$ cat src/rtl/video_window_pkg.sv
// constants for the video window geometry register slice
package video_window_pkg;

    // ****************************************
    // register indices behind the data port
    // ****************************************
    localparam logic [7:0] IDX_REGION1_LOW = 8'h33;
    localparam logic [7:0] IDX_REGION2_WIDTH_LOW = 8'h34;
    localparam logic [7:0] IDX_REGION2_SRC_LOW = 8'h35;
    localparam logic [7:0] IDX_HORIZ_OVF = 8'h36;
    localparam logic [7:0] IDX_TOP_LINE_LOW = 8'h37;
    localparam logic [7:0] IDX_BOTTOM_LINE_LOW = 8'h38;
    localparam logic [7:0] IDX_VERT_OVF = 8'h39;
    localparam logic [7:0] IDX_BUF1_BYTE0 = 8'h3A;
    localparam logic [7:0] IDX_BUF1_BYTE1 = 8'h3B;
    localparam logic [7:0] IDX_BUF1_HIGH = 8'h3C;
    localparam logic [7:0] IDX_CAPTURE_MISC = 8'h58;
    localparam logic [7:0] IDX_BUF2_BYTE0 = 8'h59;
    localparam logic [7:0] IDX_BUF2_BYTE1 = 8'h5A;
    localparam logic [7:0] IDX_PIXEL_ALIGN = 8'h5D;

    // ****************************************
    // field positions
    // ****************************************
    localparam int HOVF_REGION1_LSB = 0;
    localparam int HOVF_REGION2_WIDTH_LSB = 2;
    localparam int HOVF_REGION2_SRC_LSB = 4;
    localparam int VOVF_TOP_LSB = 0;
    localparam int VOVF_BOTTOM_LSB = 2;
    localparam int ALIGN_ADDR_LSB = 2;
    localparam int ALIGN_SKIP_LSB = 0;

    // ****************************************
    // widths, values after reset and the value read at an unmapped index
    // ****************************************
    localparam int GEOM_W = 10;
    localparam int ADDR_W = 22;
    localparam logic [7:0] BYTE_RESET = 8'h00;
    localparam logic [5:0] HOVF_RESET = 6'h00;
    localparam logic [3:0] NIBBLE_RESET = 4'h0;
    localparam logic [7:0] READ_UNMAPPED = 8'h00;

    // scan phases along one scanline, Gray coded
    typedef enum logic [1:0] {
        PH_REGION1 = 2'b00,
        PH_REGION2 = 2'b01,
        PH_REGION3 = 2'b11
    } scan_phase_t;

endpackage

$ cat src/rtl/window_scan_tracker.sv
// scanline and dword position tracker for the video window
`timescale 1ns/1ps
`default_nettype none
module window_scan_tracker #(
    parameter int GW = 10
) (
    input wire logic ref_clk,
    input wire logic rst_n,
    input wire logic frameStart,
    input wire logic lineStart,
    input wire logic dwordSlot,
    input wire logic videoSlot,
    input wire logic [GW-1:0] region1Size,
    input wire logic [GW-1:0] region2Width,
    input wire logic [GW-1:0] region2SourceDwords,
    input wire logic [GW-1:0] windowTopLine,
    input wire logic [GW-1:0] windowBottomLine,
    output logic windowLine,
    output logic windowShow,
    output logic graphicsFetch,
    output logic videoFetch
);

    typedef struct packed {
        logic [GW-1:0] line;
        logic [GW-1:0] dpos;
        logic [GW-1:0] srcLeft;
        video_window_pkg::scan_phase_t phase;
    } track_t;

    track_t cur_reg, cur_next;
    logic [GW-1:0] lineNew;
    logic inRangeNew;

    // window lines bound inclusively by top and bottom
    assign windowLine = (cur_reg.line >= windowTopLine) &&
                        (cur_reg.line <= windowBottomLine);
    assign windowShow = windowLine &&
                        (cur_reg.phase == video_window_pkg::PH_REGION2);
    // region 2 dwords are skipped, never sent to the fifo
    assign graphicsFetch = dwordSlot &&
                           (cur_reg.phase != video_window_pkg::PH_REGION2);
    assign videoFetch = videoSlot && (cur_reg.srcLeft != '0);

    // next state of the scan position
    always_comb begin
        cur_next = cur_reg;
        lineNew = frameStart ? '0 : GW'(cur_reg.line + 1'b1);
        inRangeNew = (lineNew >= windowTopLine) &&
                     (lineNew <= windowBottomLine);
        if (frameStart || lineStart) begin
            cur_next.line = lineNew;
            cur_next.dpos = '0;
            cur_next.srcLeft = inRangeNew ? region2SourceDwords : '0;
            // an empty region 1 puts the window at the left edge
            if (inRangeNew && region1Size == '0 && region2Width != '0) begin
                cur_next.phase = video_window_pkg::PH_REGION2;
            end else begin
                cur_next.phase = video_window_pkg::PH_REGION1;
            end
        end else begin
            if (videoFetch) begin
                cur_next.srcLeft = GW'(cur_reg.srcLeft - 1'b1);
            end
            if (dwordSlot) begin
                cur_next.dpos = GW'(cur_reg.dpos + 1'b1);
                unique case (cur_reg.phase)
                    video_window_pkg::PH_REGION1: begin
                        // left edge follows the last region 1 dword
                        if (windowLine && region2Width != '0 &&
                            cur_next.dpos == region1Size) begin
                            cur_next.phase = video_window_pkg::PH_REGION2;
                            cur_next.dpos = '0;
                        end
                    end
                    video_window_pkg::PH_REGION2: begin
                        if (cur_next.dpos == region2Width) begin
                            cur_next.phase = video_window_pkg::PH_REGION3;
                            cur_next.dpos = '0;
                        end
                    end
                    video_window_pkg::PH_REGION3: begin
                    end
                    default: begin
                        cur_next.phase = video_window_pkg::PH_REGION1;
                    end
                endcase
            end
        end
    end

    // state register
    always_ff @(posedge ref_clk) begin
        if (!rst_n) begin
            cur_reg <= '{line: '0, dpos: '0, srcLeft: '0,
                         phase: video_window_pkg::PH_REGION1};
        end else begin
            cur_reg <= cur_next;
        end
    end

endmodule
`default_nettype wire

$ cat src/rtl/video_window_geometry_regs.sv
// video window geometry and buffer address registers
`timescale 1ns/1ps
`default_nettype none

// Overview of operation
// - region 2 source size: 10-bit dword count fetched per window line
// - region 2 width: low byte plus horizontal overflow bits 3:2
// - region 1 size: low byte plus horizontal overflow bits 1:0
// - vertical start is the first scanline holding the window
// - vertical start: low byte plus vertical overflow bits 1:0
// - vertical end is the last scanline holding the window
// - vertical end: low byte plus overflow bits 3:2; bits 7:4 reserved
// - buffer 1 bits 9:2 and 17:10 come from two byte registers
// - buffer 1 bits 21:18 from high byte, 1:0 from alignment 3:2
// - buffer 2 address built the same way from its own registers and the shared alignment bits 3:2
// - buffer 1 displays by default; double buffering alternates roles
// - both buffer starts are byte addresses in 4-Mbyte memory
// - capture writes dword aligned; low alignment bits only for display
// - region 1 counts graphics dwords up to the window left edge
// - region 2 width dwords of background are skipped per window line
module video_window_geometry_regs (
    input wire logic ref_clk,
    input wire logic rst_n,
    input wire logic ioSel,
    input wire logic ioWr,
    input wire logic ioRd,
    input wire logic [7:0] ioWdata,
    output logic [7:0] ioRdata,
    input wire logic dblBufEn,
    input wire logic bufferFlip,
    input wire logic frameStart,
    input wire logic lineStart,
    input wire logic dwordSlot,
    input wire logic videoSlot,
    output logic [9:0] region1Size,
    output logic [9:0] region2Width,
    output logic [9:0] region2SourceDwords,
    output logic [9:0] windowTopLine,
    output logic [9:0] windowBottomLine,
    output logic [21:0] buffer1Start,
    output logic [21:0] buffer2Start,
    output logic [21:0] displayBase,
    output logic [21:0] captureBase,
    output logic [1:0] displayPixelSkip,
    output logic displayIsBuffer2,
    output logic windowLine,
    output logic windowShow,
    output logic graphicsFetch,
    output logic videoFetch
);

    // ****************************************
    // state
    // ****************************************

    // every register of the slice, held in one record
    typedef struct packed {
        logic [7:0] index;
        logic [7:0] region1Low;
        logic [7:0] region2WidthLow;
        logic [7:0] region2SrcLow;
        logic [5:0] horizOvf;
        logic [7:0] topLineLow;
        logic [7:0] bottomLineLow;
        logic [3:0] vertOvf;
        logic [7:0] buf1Byte0;
        logic [7:0] buf1Byte1;
        logic [3:0] buf1High;
        logic [3:0] captureMiscLow;
        logic [7:0] buf2Byte0;
        logic [7:0] buf2Byte1;
        logic [3:0] pixelAlign;
        logic [7:0] readData;
        logic dispSel;
    } regs_t;

    regs_t st_reg, st_next;
    logic [7:0] readValue;
    logic dataWrite;

    assign dataWrite = ioWr && ioSel;

    // ****************************************
    // field assembly
    // ****************************************

    // horizontal fields widen to 10 bits from the overflow register
    assign region2SourceDwords = {
        st_reg.horizOvf[video_window_pkg::HOVF_REGION2_SRC_LSB +: 2],
        st_reg.region2SrcLow};
    assign region2Width = {
        st_reg.horizOvf[video_window_pkg::HOVF_REGION2_WIDTH_LSB +: 2],
        st_reg.region2WidthLow};
    assign region1Size = {
        st_reg.horizOvf[video_window_pkg::HOVF_REGION1_LSB +: 2],
        st_reg.region1Low};

    // vertical bounds widen from the vertical overflow register
    assign windowTopLine = {
        st_reg.vertOvf[video_window_pkg::VOVF_TOP_LSB +: 2],
        st_reg.topLineLow};
    assign windowBottomLine = {
        st_reg.vertOvf[video_window_pkg::VOVF_BOTTOM_LSB +: 2],
        st_reg.bottomLineLow};

    // byte addresses; the alignment pair fills the lowest two bits
    assign buffer1Start = {
        st_reg.buf1High,
        st_reg.buf1Byte1,
        st_reg.buf1Byte0,
        st_reg.pixelAlign[video_window_pkg::ALIGN_ADDR_LSB +: 2]
    };
    assign buffer2Start = {
        st_reg.captureMiscLow,
        st_reg.buf2Byte1,
        st_reg.buf2Byte0,
        st_reg.pixelAlign[video_window_pkg::ALIGN_ADDR_LSB +: 2]
    };

    // ****************************************
    // buffer roles
    // ****************************************

    // buffer 1 displays unless a flip has swapped the roles
    assign displayIsBuffer2 = st_reg.dispSel;
    assign displayBase = st_reg.dispSel ? buffer2Start : buffer1Start;
    // capture is forced onto a dword boundary
    assign captureBase = st_reg.dispSel ?
        {buffer1Start[21:2], 2'b00} :
        {buffer2Start[21:2], 2'b00};
    // the pixel skip pair reaches display reads only
    assign displayPixelSkip =
        st_reg.pixelAlign[video_window_pkg::ALIGN_SKIP_LSB +: 2];

    assign ioRdata = st_reg.readData;

    // ****************************************
    // register read view
    // ****************************************

    // reserved and foreign bits read as zero
    always_comb begin
        case (st_reg.index)
            video_window_pkg::IDX_REGION1_LOW: begin
                readValue = st_reg.region1Low;
            end

            video_window_pkg::IDX_REGION2_WIDTH_LOW: begin
                readValue = st_reg.region2WidthLow;
            end

            video_window_pkg::IDX_REGION2_SRC_LOW: begin
                readValue = st_reg.region2SrcLow;
            end

            video_window_pkg::IDX_HORIZ_OVF: begin
                readValue = {2'b00, st_reg.horizOvf};
            end

            video_window_pkg::IDX_TOP_LINE_LOW: begin
                readValue = st_reg.topLineLow;
            end

            video_window_pkg::IDX_BOTTOM_LINE_LOW: begin
                readValue = st_reg.bottomLineLow;
            end

            video_window_pkg::IDX_VERT_OVF: begin
                readValue = {4'h0, st_reg.vertOvf};
            end

            video_window_pkg::IDX_BUF1_BYTE0: begin
                readValue = st_reg.buf1Byte0;
            end

            video_window_pkg::IDX_BUF1_BYTE1: begin
                readValue = st_reg.buf1Byte1;
            end

            video_window_pkg::IDX_BUF1_HIGH: begin
                readValue = {4'h0, st_reg.buf1High};
            end

            video_window_pkg::IDX_CAPTURE_MISC: begin
                readValue = {4'h0, st_reg.captureMiscLow};
            end

            video_window_pkg::IDX_BUF2_BYTE0: begin
                readValue = st_reg.buf2Byte0;
            end

            video_window_pkg::IDX_BUF2_BYTE1: begin
                readValue = st_reg.buf2Byte1;
            end

            video_window_pkg::IDX_PIXEL_ALIGN: begin
                readValue = {4'h0, st_reg.pixelAlign};
            end
            default: begin
                readValue = video_window_pkg::READ_UNMAPPED;
            end
        endcase
    end

    // ****************************************
    // next state
    // ****************************************

    // index port selects, data port stores into the selected register
    always_comb begin
        st_next = st_reg;
        if (ioWr && !ioSel) begin
            st_next.index = ioWdata;
        end
        if (dataWrite) begin
            case (st_reg.index)
                video_window_pkg::IDX_REGION1_LOW: begin
                    st_next.region1Low = ioWdata;
                end

                video_window_pkg::IDX_REGION2_WIDTH_LOW: begin
                    st_next.region2WidthLow = ioWdata;
                end

                video_window_pkg::IDX_REGION2_SRC_LOW: begin
                    st_next.region2SrcLow = ioWdata;
                end

                video_window_pkg::IDX_HORIZ_OVF: begin
                    st_next.horizOvf = ioWdata[5:0];
                end

                video_window_pkg::IDX_TOP_LINE_LOW: begin
                    st_next.topLineLow = ioWdata;
                end

                video_window_pkg::IDX_BOTTOM_LINE_LOW: begin
                    st_next.bottomLineLow = ioWdata;
                end

                video_window_pkg::IDX_VERT_OVF: begin
                    st_next.vertOvf = ioWdata[3:0];
                end

                video_window_pkg::IDX_BUF1_BYTE0: begin
                    st_next.buf1Byte0 = ioWdata;
                end

                video_window_pkg::IDX_BUF1_BYTE1: begin
                    st_next.buf1Byte1 = ioWdata;
                end

                video_window_pkg::IDX_BUF1_HIGH: begin
                    st_next.buf1High = ioWdata[3:0];
                end

                video_window_pkg::IDX_CAPTURE_MISC: begin
                    st_next.captureMiscLow = ioWdata[3:0];
                end

                video_window_pkg::IDX_BUF2_BYTE0: begin
                    st_next.buf2Byte0 = ioWdata;
                end

                video_window_pkg::IDX_BUF2_BYTE1: begin
                    st_next.buf2Byte1 = ioWdata;
                end

                video_window_pkg::IDX_PIXEL_ALIGN: begin
                    st_next.pixelAlign = ioWdata[3:0];
                end
                default: begin
                end
            endcase
        end
        // read data is captured so the port value stays stable
        if (ioRd) begin
            st_next.readData = ioSel ? readValue : st_reg.index;
        end
        // without double buffering buffer 1 always displays
        if (!dblBufEn) begin
            st_next.dispSel = 1'b0;
        end else if (bufferFlip) begin
            st_next.dispSel = !st_reg.dispSel;
        end
    end

    // ****************************************
    // registers
    // ****************************************

    // synchronous reset clears the whole slice
    always_ff @(posedge ref_clk) begin
        if (!rst_n) begin
            st_reg <= '{
                index: video_window_pkg::BYTE_RESET,
                region1Low: video_window_pkg::BYTE_RESET,
                region2WidthLow: video_window_pkg::BYTE_RESET,
                region2SrcLow: video_window_pkg::BYTE_RESET,
                horizOvf: video_window_pkg::HOVF_RESET,
                topLineLow: video_window_pkg::BYTE_RESET,
                bottomLineLow: video_window_pkg::BYTE_RESET,
                vertOvf: video_window_pkg::NIBBLE_RESET,
                buf1Byte0: video_window_pkg::BYTE_RESET,
                buf1Byte1: video_window_pkg::BYTE_RESET,
                buf1High: video_window_pkg::NIBBLE_RESET,
                captureMiscLow: video_window_pkg::NIBBLE_RESET,
                buf2Byte0: video_window_pkg::BYTE_RESET,
                buf2Byte1: video_window_pkg::BYTE_RESET,
                pixelAlign: video_window_pkg::NIBBLE_RESET,
                readData: video_window_pkg::BYTE_RESET,
                dispSel: 1'b0
            };
        end else begin
            st_reg <= st_next;
        end
    end

    // ****************************************
    // scan position
    // ****************************************

    // geometry is live: a write mid-line takes effect at once, except the region 2 source size, which loads at line start,
    // so software should update it during vertical blanking
    window_scan_tracker #(
        .GW(video_window_pkg::GEOM_W)
    ) u_tracker (
        .ref_clk(ref_clk),
        .rst_n(rst_n),
        .frameStart(frameStart),
        .lineStart(lineStart),
        .dwordSlot(dwordSlot),
        .videoSlot(videoSlot),
        .region1Size(region1Size),
        .region2Width(region2Width),
        .region2SourceDwords(region2SourceDwords),
        .windowTopLine(windowTopLine),
        .windowBottomLine(windowBottomLine),
        .windowLine(windowLine),
        .windowShow(windowShow),
        .graphicsFetch(graphicsFetch),
        .videoFetch(videoFetch)
    );

endmodule
`default_nettype wire

$ cat config.mk
export PLATFORM = sky130hd
export DESIGN_NAME = video_window_geometry_regs
export DESIGN_NICKNAME = d
export VERILOG_FILES = /design/src/rtl/video_window_pkg.sv /design/src/rtl/window_scan_tracker.sv /design/src/rtl/video_window_geometry_regs.sv
export SDC_FILE = /design/constraint.sdc
export NUM_CORES = 1
export LEC_CHECK = 0
export BUFFER_PORTS_ARGS = -buffer_cell sky130_fd_sc_hd__buf_2
export CORE_ASPECT_RATIO = 1.1
export CORE_MARGIN = 10
export CORE_UTILIZATION = 50
export CTS_BUF_LIST = sky130_fd_sc_hd__clkbuf_4 sky130_fd_sc_hd__clkbuf_8
export DETAILED_ROUTE_END_ITERATION = 8
export GPL_ROUTABILITY_DRIVEN = 0
export PLACE_DENSITY = 0.84
export SYNTH_ARGS = -nofsm -noshare
export SYNTH_HDL_FRONTEND = slang
export SYNTH_SLANG_ARGS = --single-unit
$ cat constraint.sdc
create_clock -name ref_clk -period 7.66 [get_ports ref_clk]
set_clock_uncertainty 0.15 [all_clocks]
set_input_delay 0 -clock ref_clk [delete_from_list [all_inputs] [get_ports ref_clk]]
set_output_delay 0 -clock ref_clk [all_outputs]
set_load 0.02 [all_outputs]
# Word-level counts from Yosys, hierarchy flattened
# Cells that the tools add are included.
[word_totals]
reg_bits = 143
input_bits = 19
out_inout_bits = 153
[classes]
n_addsub = 3
order_cmp = 4
eq_ne = 22
mux = 16
bitwise = 1
n_reduce_logical = 37
[op_table]
columns = ["op", "count"]
rows = [
  ["$pmux W8 S14", 1],
  ["$eq A8 B6 Y1 const B", 10],
  ["$mux W10", 5],
  ["$mux W22", 2],
  ["$eq A8 B7 Y1 const B", 4],
  ["$reduce_and A2 Y1", 15],
  ["$add A10 B1 Y10 const B", 2],
  ["$eq A10 B10 Y1", 2],
  ["$ge A10 B10 Y1", 2],
  ["$le A10 B10 Y1", 2],
  ["$pmux W10 S2", 1],
  ["$reduce_bool A10 Y1", 2],
  ["$mux W12", 1],
  ["$logic_and A1 B1 Y1", 11],
  ["$logic_not A10 Y1", 1],
  ["$sub A10 B1 Y10 const B", 1],
  ["$mux W8", 1],
  ["$mux W2", 3],
  ["$pmux W2 S3", 1],
  ["$ne A2 B1 Y1 const B", 2],
  ["$reduce_and A4 Y1", 1],
  ["$reduce_bool A2 Y1", 2],
  ["$ne A3 B1 Y1 const B", 1],
  ["$ne A3 B3 Y1 const B", 1],
  ["8 further kinds", 9],
]

# Depth between registers and ports, before layout
# Gate-level depths: netlist (run 1).
[logic_depth]
word_depth = 8
mapped_depth = 15

# Cells and area by module
# A second synthesis (run 1) with hierarchy kept.
[hier_totals]
cells_unflattened = 1173
area_unflattened_um2 = 10301.1
[by_module_without_submodules]
columns = ["module", "n_inst", "cells_per_inst", "area_per_inst_um2"]
rows = [
  ["video_window_geometry_regs", 1, 738, 6831.6],
  ["window_scan_tracker", 1, 435, 3469.6],
]

# Least setup slack after synthesis (run 1)
# Ideal clock, no wire load.
[synth_timing]
path_kind = "register to register"
startpoint = "reg u_tracker.cur_reg[22] in the netlist's numbering"
endpoint = "reg u_tracker.cur_reg[4] in the netlist's numbering"
setup_time_ns = 0.079
t_arrival_ns = 2.713
setup_slack_ns = 4.717
path_stages_with_launch = 15
synth_period_minus_slack_ns = 2.943
path_cell_list = "dfxtp_1 ha_1 and3_1 and3_1 nand3_1 xor2_1 nor2_1 ha_1 and3_1 nand3_1 a21oi_1 o21ai_0 clkbuf_1 nand4_1 a22oi_1"
[synth_via]
elab_chain_len = 6
word_cells_on_any_way = 7
classes_between = "add/sub: 1; order compare: 2; mux: 3; reduce/logical: 1"
[synth_rtl]
columns = ["element", "line", "rtl"]
rows = [
  ["start: declaration", "window_scan_tracker.sv:31", "track_t cur_reg, cur_next;"],
  ["start signal: assignment", "window_scan_tracker.sv:95", "cur_reg <= '{line: '0, dpos: '0, srcLeft: '0,"],
  ["start signal: assignment", "window_scan_tracker.sv:98", "cur_reg <= cur_next;"],
  ["$add A10 B1 Y10 (*)", "window_scan_tracker.sv:48", "lineNew = frameStart ? '0 : GW'(cur_reg.line + 1'b1);"],
  ["$mux W10 (*)", "window_scan_tracker.sv:48", ""],
  ["net u_tracker.lineNew[8]", "window_scan_tracker.sv:32", "logic [GW-1:0] lineNew;"],
  ["$ge A10 B10 Y1 / $le A10 B10 Y1 (equally long branches)", "window_scan_tracker.sv:49, window_scan_tracker.sv:50", ""],
  ["$logic_and A1 B1 Y1 (*)", "window_scan_tracker.sv:49", "inRangeNew = (lineNew >= windowTopLine) &&"],
  ["$mux W10 (*)", "window_scan_tracker.sv:54", "cur_next.srcLeft = inRangeNew ? region2SourceDwords : '0;"],
  ["$mux W12 (*)", "window_scan_tracker.sv:51", "if (frameStart || lineStart) begin"],
]
# The timed path passes the listed nets; every way through them passes the cells marked *.
# A chain may end at the register's enable or synchronous reset.

# Worst setup path after layout (run 1)
[layout_timing]
startpoint = "reg u_tracker.cur_reg[29] in the netlist's numbering"
endpoint = "reg u_tracker.cur_reg[14] in the netlist's numbering"
[layout_via]
elab_chain_len = 6
word_cells_on_any_way = 7
classes_between = "order compare: 2; mux: 2; reduce/logical: 3"
[layout_rtl]
columns = ["element", "line", "rtl"]
rows = [
  ["$ge A10 B10 Y1 / $le A10 B10 Y1 (equally long branches)", "window_scan_tracker.sv:36, window_scan_tracker.sv:37", ""],
  ["$logic_and A1 B1 Y1 (*)", "window_scan_tracker.sv:36", "assign windowLine = (cur_reg.line >= windowTopLine) &&"],
  ["$logic_and A1 B1 Y1 (*) (2 in a row)", "window_scan_tracker.sv:70", "if (windowLine && region2Width != '0 &&"],
  ["$mux W10 (*)", "window_scan_tracker.sv:70", ""],
  ["$pmux W10 S2 (*)", "window_scan_tracker.sv:67", "unique case (cur_reg.phase)"],
]
# Mark *: on every way between the ends. The rest lies on a longest branch, timed or not.

==> out/metrics.cfg, run 1 <==
[synth]
syn_area_um2=9910
ys_warn_count=0
ys_types=73
yosysSeqAreaShare_pct=28.9
async_reset_ff_share_pct=0
synth_edf_count=0
syn_inst=1215
synthFlopType=dfxtp_1
synth.avg_cell_area_um2=8.16
synth-seq-cells=143

[clock_tree]
cts_root_buffer=clkbuf_8
clkTransAtPathRegs_ns=0.08
clock_sinks=143
post_cts_resize_count=0
clockBufferDepth=2
numCtsBuffers=17
h-tree-depth=4
worst_skew_pair.late_latency_ns=0.47
cts_tree=done

[drt]
antenna_left=0
drcViolationCount=0
drt_iter0_drc=966
post_drt_wl_per_cell_um=20.7
viasPerCell=6.15
dr.pass1.iters=8
via_count=9256
routed_wl_mm=31.2

[global_routing]
track_usage_pct=22.9
grt_overflow=0
grt_pass1_wl_mm=48.6
grt_pass1_vias=8849
grt_max_degree=127
antenna_found_initial=0

[timing]
min_period_over_period_pct=48.9
fmax_mhz=267
finalSetupViolations=0
rsz0062_at_grt=false
fin_crit_ns=3.74
maxSlewHeadroom_pct=10.7
finalMaxSlewViolations=0
final_hold_viol_count=0
tightest_slew_ns=1.33
fin_tns_setup_ns=0

[die]
die_h_um=168
io-pin-count=172
start_util_pct=51.4
core_um2=19300
rows=53
die_area_um2=25900
fp.dieW_um=154

[final_layout]
antenna_cells=0
layout_common_cells=172 x nand2_1, 169 x buf_2, 142 x dfxtp_1
drive_above_1_share_pct=21.2
area_growth_syn_to_layout_pct=6.35
final_nets=1308
layout_commonest_cell=nand2_1
largest_reg_flops=32
fillers=1743

[power]
power.density_nw_per_um2=139
leakagePower_nw=4.35
p_total_mw=1.47
ir_drop_uv=117

[placement]
dpl.hpwl_mm=22.9
port_buffers=169

[worst_setup_path]
cp.required_ns=7.84
crit_type=reg2reg
cp.arrival_ns=3.92
worstRegToRegCells=8
cp-end-kind=register
worstSetupStartpointType=register
path_max_fanout=17

[hold_path]
hold_path_depth=4
min_path_type=in2reg

[outcome]
status=completed

[run]
drv_cap=0

## worst paths after layout
path              slack (ns)                     to                  start
hold / removal          0.11            st_reg[106]                   ioWr
hold reg to reg         0.35       windowTopLine[7]       windowTopLine[7]
setup / recovery        3.92  u_tracker.cur_reg[14]  u_tracker.cur_reg[29]
setup reg to reg        3.92  u_tracker.cur_reg[14]  u_tracker.cur_reg[29]
## cells by family (layout without fill, tap and decap cells)
group | Yosys count | after routing | synth area share [%]
other | 1 | 2 | 0.0378
XOR/XNOR | 47 | 47 | 4.29
adder cells (fa/ha/maj) | 43 | 43 | 5.43
buffers and inverters | 216 | 258 | 12.5
flip-flops | 143 | 143 | 28.9
AND/OR/NAND/NOR | 435 | 435 | 21.6
multiplexers | 92 | 92 | 9.94
AO/OA/AOI/OAI | 238 | 238 | 17.2
## routing by layer
| metal | GRT usage, % | vias to the layer above | wire length, µm |
|---|---|---|---|
| met1 | 28.0 | 4332 | 12200 |
| met4 | 12.2 | 0 | 1540 |
| met2 | 35.9 | 555 | 14200 |
| li1 | - | 4256 | - |
| met5 | 0 | - | 0 |
| met3 | 6.05 | 113 | 3290 |
## per-stage QoR
| step | setup slack, ns | cells | utilization (%) | instance area, µm² | hold slack [ns] |
|---|---|---|---|---|---|
| floorplan | 4.72 | 1216 | - | 9910 | 0.00252 |
| global placement | 4.31 | 1457 | 51.8 | 10000 | 0.0848 |
| detailed placement | 4.14 | 1457 | 51.8 | 10000 | 0.0877 |
| CTS | 4.08 | 1504 | 54.6 | 10500 | 0.0711 |
| global route | 3.78 | 1505 | 54.6 | 10500 | 0.131 |
| finish | 3.92 | 1505 | 54.6 | 10500 | 0.105 |
## critical path: stages, from the launching register on
cell,delay (ns)
dfxtp_1,0.56
ha_1,0.34
a21oi_1,0.24
o21ai_0,0.11
nor4_1,0.32
a2bb2oi_1,0.49
nand4_1,0.77
o2111ai_1,0.50
a31oi_1,0.13
## what timing repair did
item | in CTS | in global routing
endpoints found under the setup margin | 0 | 0
buffers inserted | 0 | 0
hold buffers | 16 | 0
hold endpoints to repair | 139 | 0
## Yosys cell counts (5+ instances only)
library cell | instances | area share [%]
nand4_1 | 16 | 1.0
clkbuf_1 | 58 | 2.2
o21ai_0 | 29 | 1.5
a221oi_1 | 7 | 0.62
ha_1 | 43 | 5.4
nor4_1 | 11 | 0.69
inv_1 | 37 | 1.4
o2111ai_1 | 13 | 1.1
nor2_1 | 54 | 2.0
nand2b_1 | 18 | 1.1
mux2i_1 | 50 | 5.0
nand3_1 | 38 | 1.9
or2_2 | 5 | 0.32
a32oi_1 | 6 | 0.53
a21boi_0 | 70 | 5.3
xor2_1 | 21 | 1.9
dfxtp_1 | 143 | 29
a21oi_1 | 31 | 1.6
nor2b_1 | 49 | 3.1
a22o_1 | 5 | 0.44
or3_1 | 5 | 0.32
nor3_1 | 25 | 1.3
buf_4 | 112 | 8.5
nand2_1 | 172 | 6.5
and3_1 | 16 | 1.0
a22oi_1 | 6 | 0.45
mux2_2 | 41 | 4.7
o211ai_1 | 9 | 0.68
a31oi_1 | 18 | 1.1
xnor2_1 | 25 | 2.2
a211oi_1 | 6 | 0.45
## cell type report
cell class	count	area, µm²	share of cell area [%]
Multi-Input combinational cell	857	5820	55.2
Sequential cell	143	2860	27.2
Timing Repair Buffer	190	1040	9.88
Tap cell	247	309	2.93
Clock buffer	19	262	2.48
Inverter	37	139	1.32
Clock inverter	12	110	1.04
## power by group
part           switching, mW  total (mW)  internal (mW)
Sequential            0.0121       0.761          0.749
Clock                  0.311       0.584          0.273
Combinational         0.0764       0.124         0.0480
(Power assumes the default switching activity.)
==> inputs of run 2 (changes only) <==
==> constraint.sdc (replaced) <==
create_clock -name ref_clk -period 3.7 [get_ports ref_clk]
set_clock_uncertainty 0.15 [all_clocks]
set_input_delay 0 -clock ref_clk [delete_from_list [all_inputs] [get_ports ref_clk]]
set_output_delay 0 -clock ref_clk [all_outputs]
set_load 0.02 [all_outputs]
==> out/metrics.cfg, run 2 (synthesized netlist as in run 1, its figures left out) <==
[placement]
dpl.hpwl_mm=23.1
port_buffers=169
dpl.cell_count=1478
placed_area_um2=10200
dp_slack_ns=0.304

[final_layout]
stdcell_area_um2=10800
layout_common_cells=172 x nand2_1, 169 x buf_2, 142 x dfxtp_1
layout_commonest_cell=nand2_1
antenna_cells=0
drive_above_1_share_pct=22.6
finalNonFillerCells=1527
final_core_util_pct=55.7
final_nets=1329
fillers=1737
largest_reg_flops=32
area_growth_syn_to_layout_pct=8.55

[clock_tree]
clock_sinks=143
h-tree-depth=4
post-cts-setup-buffers=0
cts_tree=done
cts_root_buffer=clkbuf_8
worst_skew_pair.late_latency_ns=0.48
clkTransAtPathRegs_ns=0.08
clockBufferDepth=2
numCtsBuffers=17

[die]
die_h_um=168
fp.dieW_um=154
rows=53
core_um2=19300
start_util_pct=51.4
io-pin-count=172
die_area_um2=25900

[power]
p_total_mw=3.19
ir_drop_uv=229
seq_power_share_pct=49.5
clkPwrFrac_pct=42.4
combPwrFrac_pct=8.1
sw_frac_of_total_pct=26.2
p_int_mw=2.36
leakagePower_nw=4.47
switchingPower_mw=0.836
power.density_nw_per_um2=297

[drt]
dr.pass1.iters=6
via_count=9267
drt_iter0_drc=996
drcViolationCount=0
viasPerCell=6.07
antenna_left=0
post_drt_wl_per_cell_um=20.4
routed_wl_mm=31.1

[worst_setup_path]
worstSetupStartpointType=register
path_max_fanout=12
cp.arrival_ns=3.70
cp-end-kind=register
cp.required_ns=3.92
crit_type=reg2reg

[timing]
min_period_over_period_pct=94.1
finalMaxSlewViolations=0
whs_ns=0.0576
finalSetupViolations=0
maxSlewHeadroom_pct=33.3
final_hold_viol_count=0
fmax_mhz=287
fin_tns_setup_ns=0
tightest_slew_ns=1.00
rsz0062_at_grt=false
layout_setup_ws_ns=0.219
fin_crit_ns=3.48

[run]
drv_cap=0

[hold_path]
min_path_type=in2reg

[outcome]
status=completed

[global_routing]
grt_pass1_vias=9148
grt_overflow=0
antenna_found_initial=0
grt_max_degree=122
track_usage_pct=23.0
grt_pass1_wl_mm=49.1

[run 2: changes by cell type in the layout (fill, tap and decap cells not counted), sizes merged]
cell         delta
buf            +21
clkbuf          -1
inv             -2
dlygate4sd3     +1
bufinv          +2
clkinv          -1
clkinvlp        +2
[run 2: layout make-up]
| class | instances | area [µm²] | share of cell area, % |
|---|---|---|---|
| clock buffers | 19 | 262 | 2.43 |
| well taps | 247 | 309 | 2.87 |
| repair buffers | 211 | 1200 | 11.2 |
| clock inverters | 13 | 163 | 1.51 |
| inverters | 37 | 139 | 1.29 |
| flip-flops and latches | 143 | 2860 | 26.6 |
| multi-input cells | 857 | 5820 | 54.1 |
[run 2: power groups by stage]
stage	registers, mW	logic, mW	clock network (mW)
after CTS	1.58	0.254	1.36
after global routing	1.58	0.276	1.41
final	1.58	0.259	1.35
after detailed placement	1.61	0.238	0
after floorplan	1.60	0.189	0
after global placement	1.61	0.235	0
[run 2: per-layer routing]
| layer | wire (µm) | global-route usage (%) | vias to the layer above |
|---|---|---|---|
| met2 | 14800 | 38.0 | 563 |
| met5 | 0 | 0 | - |
| met1 | 11900 | 27.4 | 4336 |
| met4 | 988 | 9.49 | 0 |
| met3 | 3480 | 6.53 | 89 |
| li1 | - | - | 4279 |
[run 2: worst paths after layout]
path                              start                   end  slack (ns)  cells past startpoint
setup reg to reg  u_tracker.cur_reg[24]  u_tracker.cur_reg[0]        0.22                     11
hold / removal               frameStart  u_tracker.cur_reg[5]        0.06                      5
setup / recovery  u_tracker.cur_reg[24]  u_tracker.cur_reg[0]        0.22                     11
hold reg to reg              ioRdata[2]            ioRdata[2]        0.34                      2
[run 2: worst max-delay path: stages, from the launching register on]
cell       delay (ns)
dfxtp_1          0.46
and3_1           0.24
and3_1           0.23
and3_1           0.27
xnor2_1          0.09
nor2_1           0.20
ha_1             0.30
a2111oi_0        0.45
o21ai_0          0.16
and3_1           0.34
and4_1           0.27
o221a_2          0.22
[run 2: timing repair]
action                                  in CTS  in global routing
resized for setup                            0                  1
hold buffers                                17                  0
endpoints found under the hold margin      137                  0
endpoints found under the setup margin       0                  1
==> inputs of run 3 (changes only) <==
--- a/config.mk
+++ b/config.mk
@@ -12,6 +12,7 @@
 export CTS_BUF_LIST = sky130_fd_sc_hd__clkbuf_4 sky130_fd_sc_hd__clkbuf_8
 export DETAILED_ROUTE_END_ITERATION = 8
 export GPL_ROUTABILITY_DRIVEN = 0
+export MAX_ROUTING_LAYER = met4
 export PLACE_DENSITY = 0.84
 export SYNTH_ARGS = -nofsm -noshare
 export SYNTH_HDL_FRONTEND = slang
==> out/metrics.cfg, run 3 (synthesized netlist as in run 1, its figures left out) <==
[outcome]
status=completed

[die]
core_um2=19300
die_area_um2=25900
start_util_pct=51.4
io-pin-count=172
die_h_um=168
fp.dieW_um=154
rows=53

[worst_setup_path]
path_cells=and3_1 > and3_1 > and3_1 > xnor2_1 > nor2_1 > ha_1 > a2111oi_0 > o21ai_0 > and3_1 > and4_1 > o221a_2
crit_type=reg2reg
cp-end-kind=register
r2r_slack_ns=0.19
cp.required_ns=3.92
worstSetupStartpointType=register
cp.arrival_ns=3.73
worst_path_max_delay_cell=dfxtp_1
crit_path_max_incr_delay_ns=0.46
timing.rr.end=u_tracker.cur_reg[0]
worstRegToRegCells=11
crit_top_cell=and3_1
path_max_fanout=12
r2r_start=u_tracker.cur_reg[24]

[clock_tree]
h-tree-depth=4
numCtsBuffers=17
cts_root_buffer=clkbuf_8
clkTransAtPathRegs_ns=0.08
clock_sinks=143
worst_skew_pair.late_latency_ns=0.48
cts_tree=done
clockBufferDepth=2

[final_layout]
multi_input_area_um2=5820
fillers=1737
final_nets=1329
drive_above_1_share_pct=22.6
seqCellArea_um2=2860
layout_commonest_cell=nand2_1
stdcell_area_um2=10800
area_growth_syn_to_layout_pct=8.55
antenna_cells=0
layout_common_cells=172 x nand2_1, 169 x buf_2, 142 x dfxtp_1
finalNonFillerCells=1527
largest_reg_flops=32

[global_routing]
grt_overflow=0
grt_pass1_wl_mm=49.1
antenna_found_initial=0
grt_max_degree=122
track_usage_pct=23.7
grt_pass1_vias=9117

[placement]
port_buffers=169
dp_slack_ns=0.304
dpl.hpwl_mm=23.1
dpl.cell_count=1478
placed_area_um2=10200

[timing]
fmax_mhz=285
fin_crit_ns=3.51
min_period_over_period_pct=94.9
maxSlewHeadroom_pct=32.7
tightest_slew_ns=1.01
fin_tns_setup_ns=0
final_hold_viol_count=0
layout_setup_ws_ns=0.188
rsz0062_at_grt=false
finalSetupViolations=0
finalMaxSlewViolations=0

[hold_path]
min_path_type=in2reg
holdCritStartpoint=frameStart
holdPathEnd=u_tracker.cur_reg[5]
hold_path_depth=5

[drt]
viasPerCell=6.08
via_count=9286
drt_iter0_drc=977
post_drt_wl_per_cell_um=20.4
dr.pass1.iters=8
routed_wl_mm=31.2
antenna_left=0
drcViolationCount=0

[run]
drv_cap=0

[power]
ir_drop_uv=230
power.density_nw_per_um2=297
leakagePower_nw=4.47

## run 3: repair_timing
action	CTS	global route
setup endpoints to repair	0	1
gates resized for setup	0	1
hold buffers	17	0
setup buffers	0	0
endpoints found under the hold margin	137	0
## run 3: layer usage
metal  vias to the layer above  GRT usage (%)  share of wire, %
met5                         -              -                 0
met2                       549           37.8                47
met3                        95           5.48                11
li1                       4288              -                 -
met1                      4354           28.2                39
met4                         0           9.49               3.2
## run 3: area by class of cell
cell class | instances | share of cell area (%)
Clock inverter | 13 | 1.51
Multi-Input combinational cell | 857 | 54.1
Sequential cell | 143 | 26.6
Timing Repair Buffer | 211 | 11.2
Tap cell | 247 | 2.87
Clock buffer | 19 | 2.43
Inverter | 37 | 1.29
## run 3: critical path, delay by kind of cell, from the launching register on
| kind | cells | cell delay [ns] |
|---|---|---|
| and+or+nand+nor | 6 | 1.58 |
| AOI/OAI and AO/OA | 3 | 0.83 |
| xor gates and xnor gates | 1 | 0.09 |
| DFF | 1 | 0.46 |
| adders and majority gates | 1 | 0.30 |
## run 3: report_power, final
| part | internal [mW] | switching (mW) | total (mW) |
|---|---|---|---|
| logic | 0.103 | 0.156 | 0.259 |
| clock network | 0.701 | 0.657 | 1.36 |
| registers | 1.55 | 0.0277 | 1.58 |
| total | 2.36 | 0.840 | 3.20 |
## run 3: how the worst max path moves through the flow
stage               cells after the start                    to                   from
floorplan                              14  u_tracker.cur_reg[4]  u_tracker.cur_reg[22]
global placement                       15  u_tracker.cur_reg[0]  u_tracker.cur_reg[23]
detailed placement                     15  u_tracker.cur_reg[0]  u_tracker.cur_reg[23]
CTS                                    15  u_tracker.cur_reg[0]  u_tracker.cur_reg[23]
global route                           11  u_tracker.cur_reg[0]  u_tracker.cur_reg[24]
finish                                 11  u_tracker.cur_reg[0]  u_tracker.cur_reg[24]
## run 3: through the flow
stage               util [%]  power (mW)  hold slack [ns]
CTS                     55.7        3.19           0.0384
global route            55.7        3.27            0.124
detailed placement      52.7        1.85           0.0997
floorplan                  -        1.79          0.00252
global placement        52.7        1.85           0.0824
finish                  55.7        3.20           0.0603
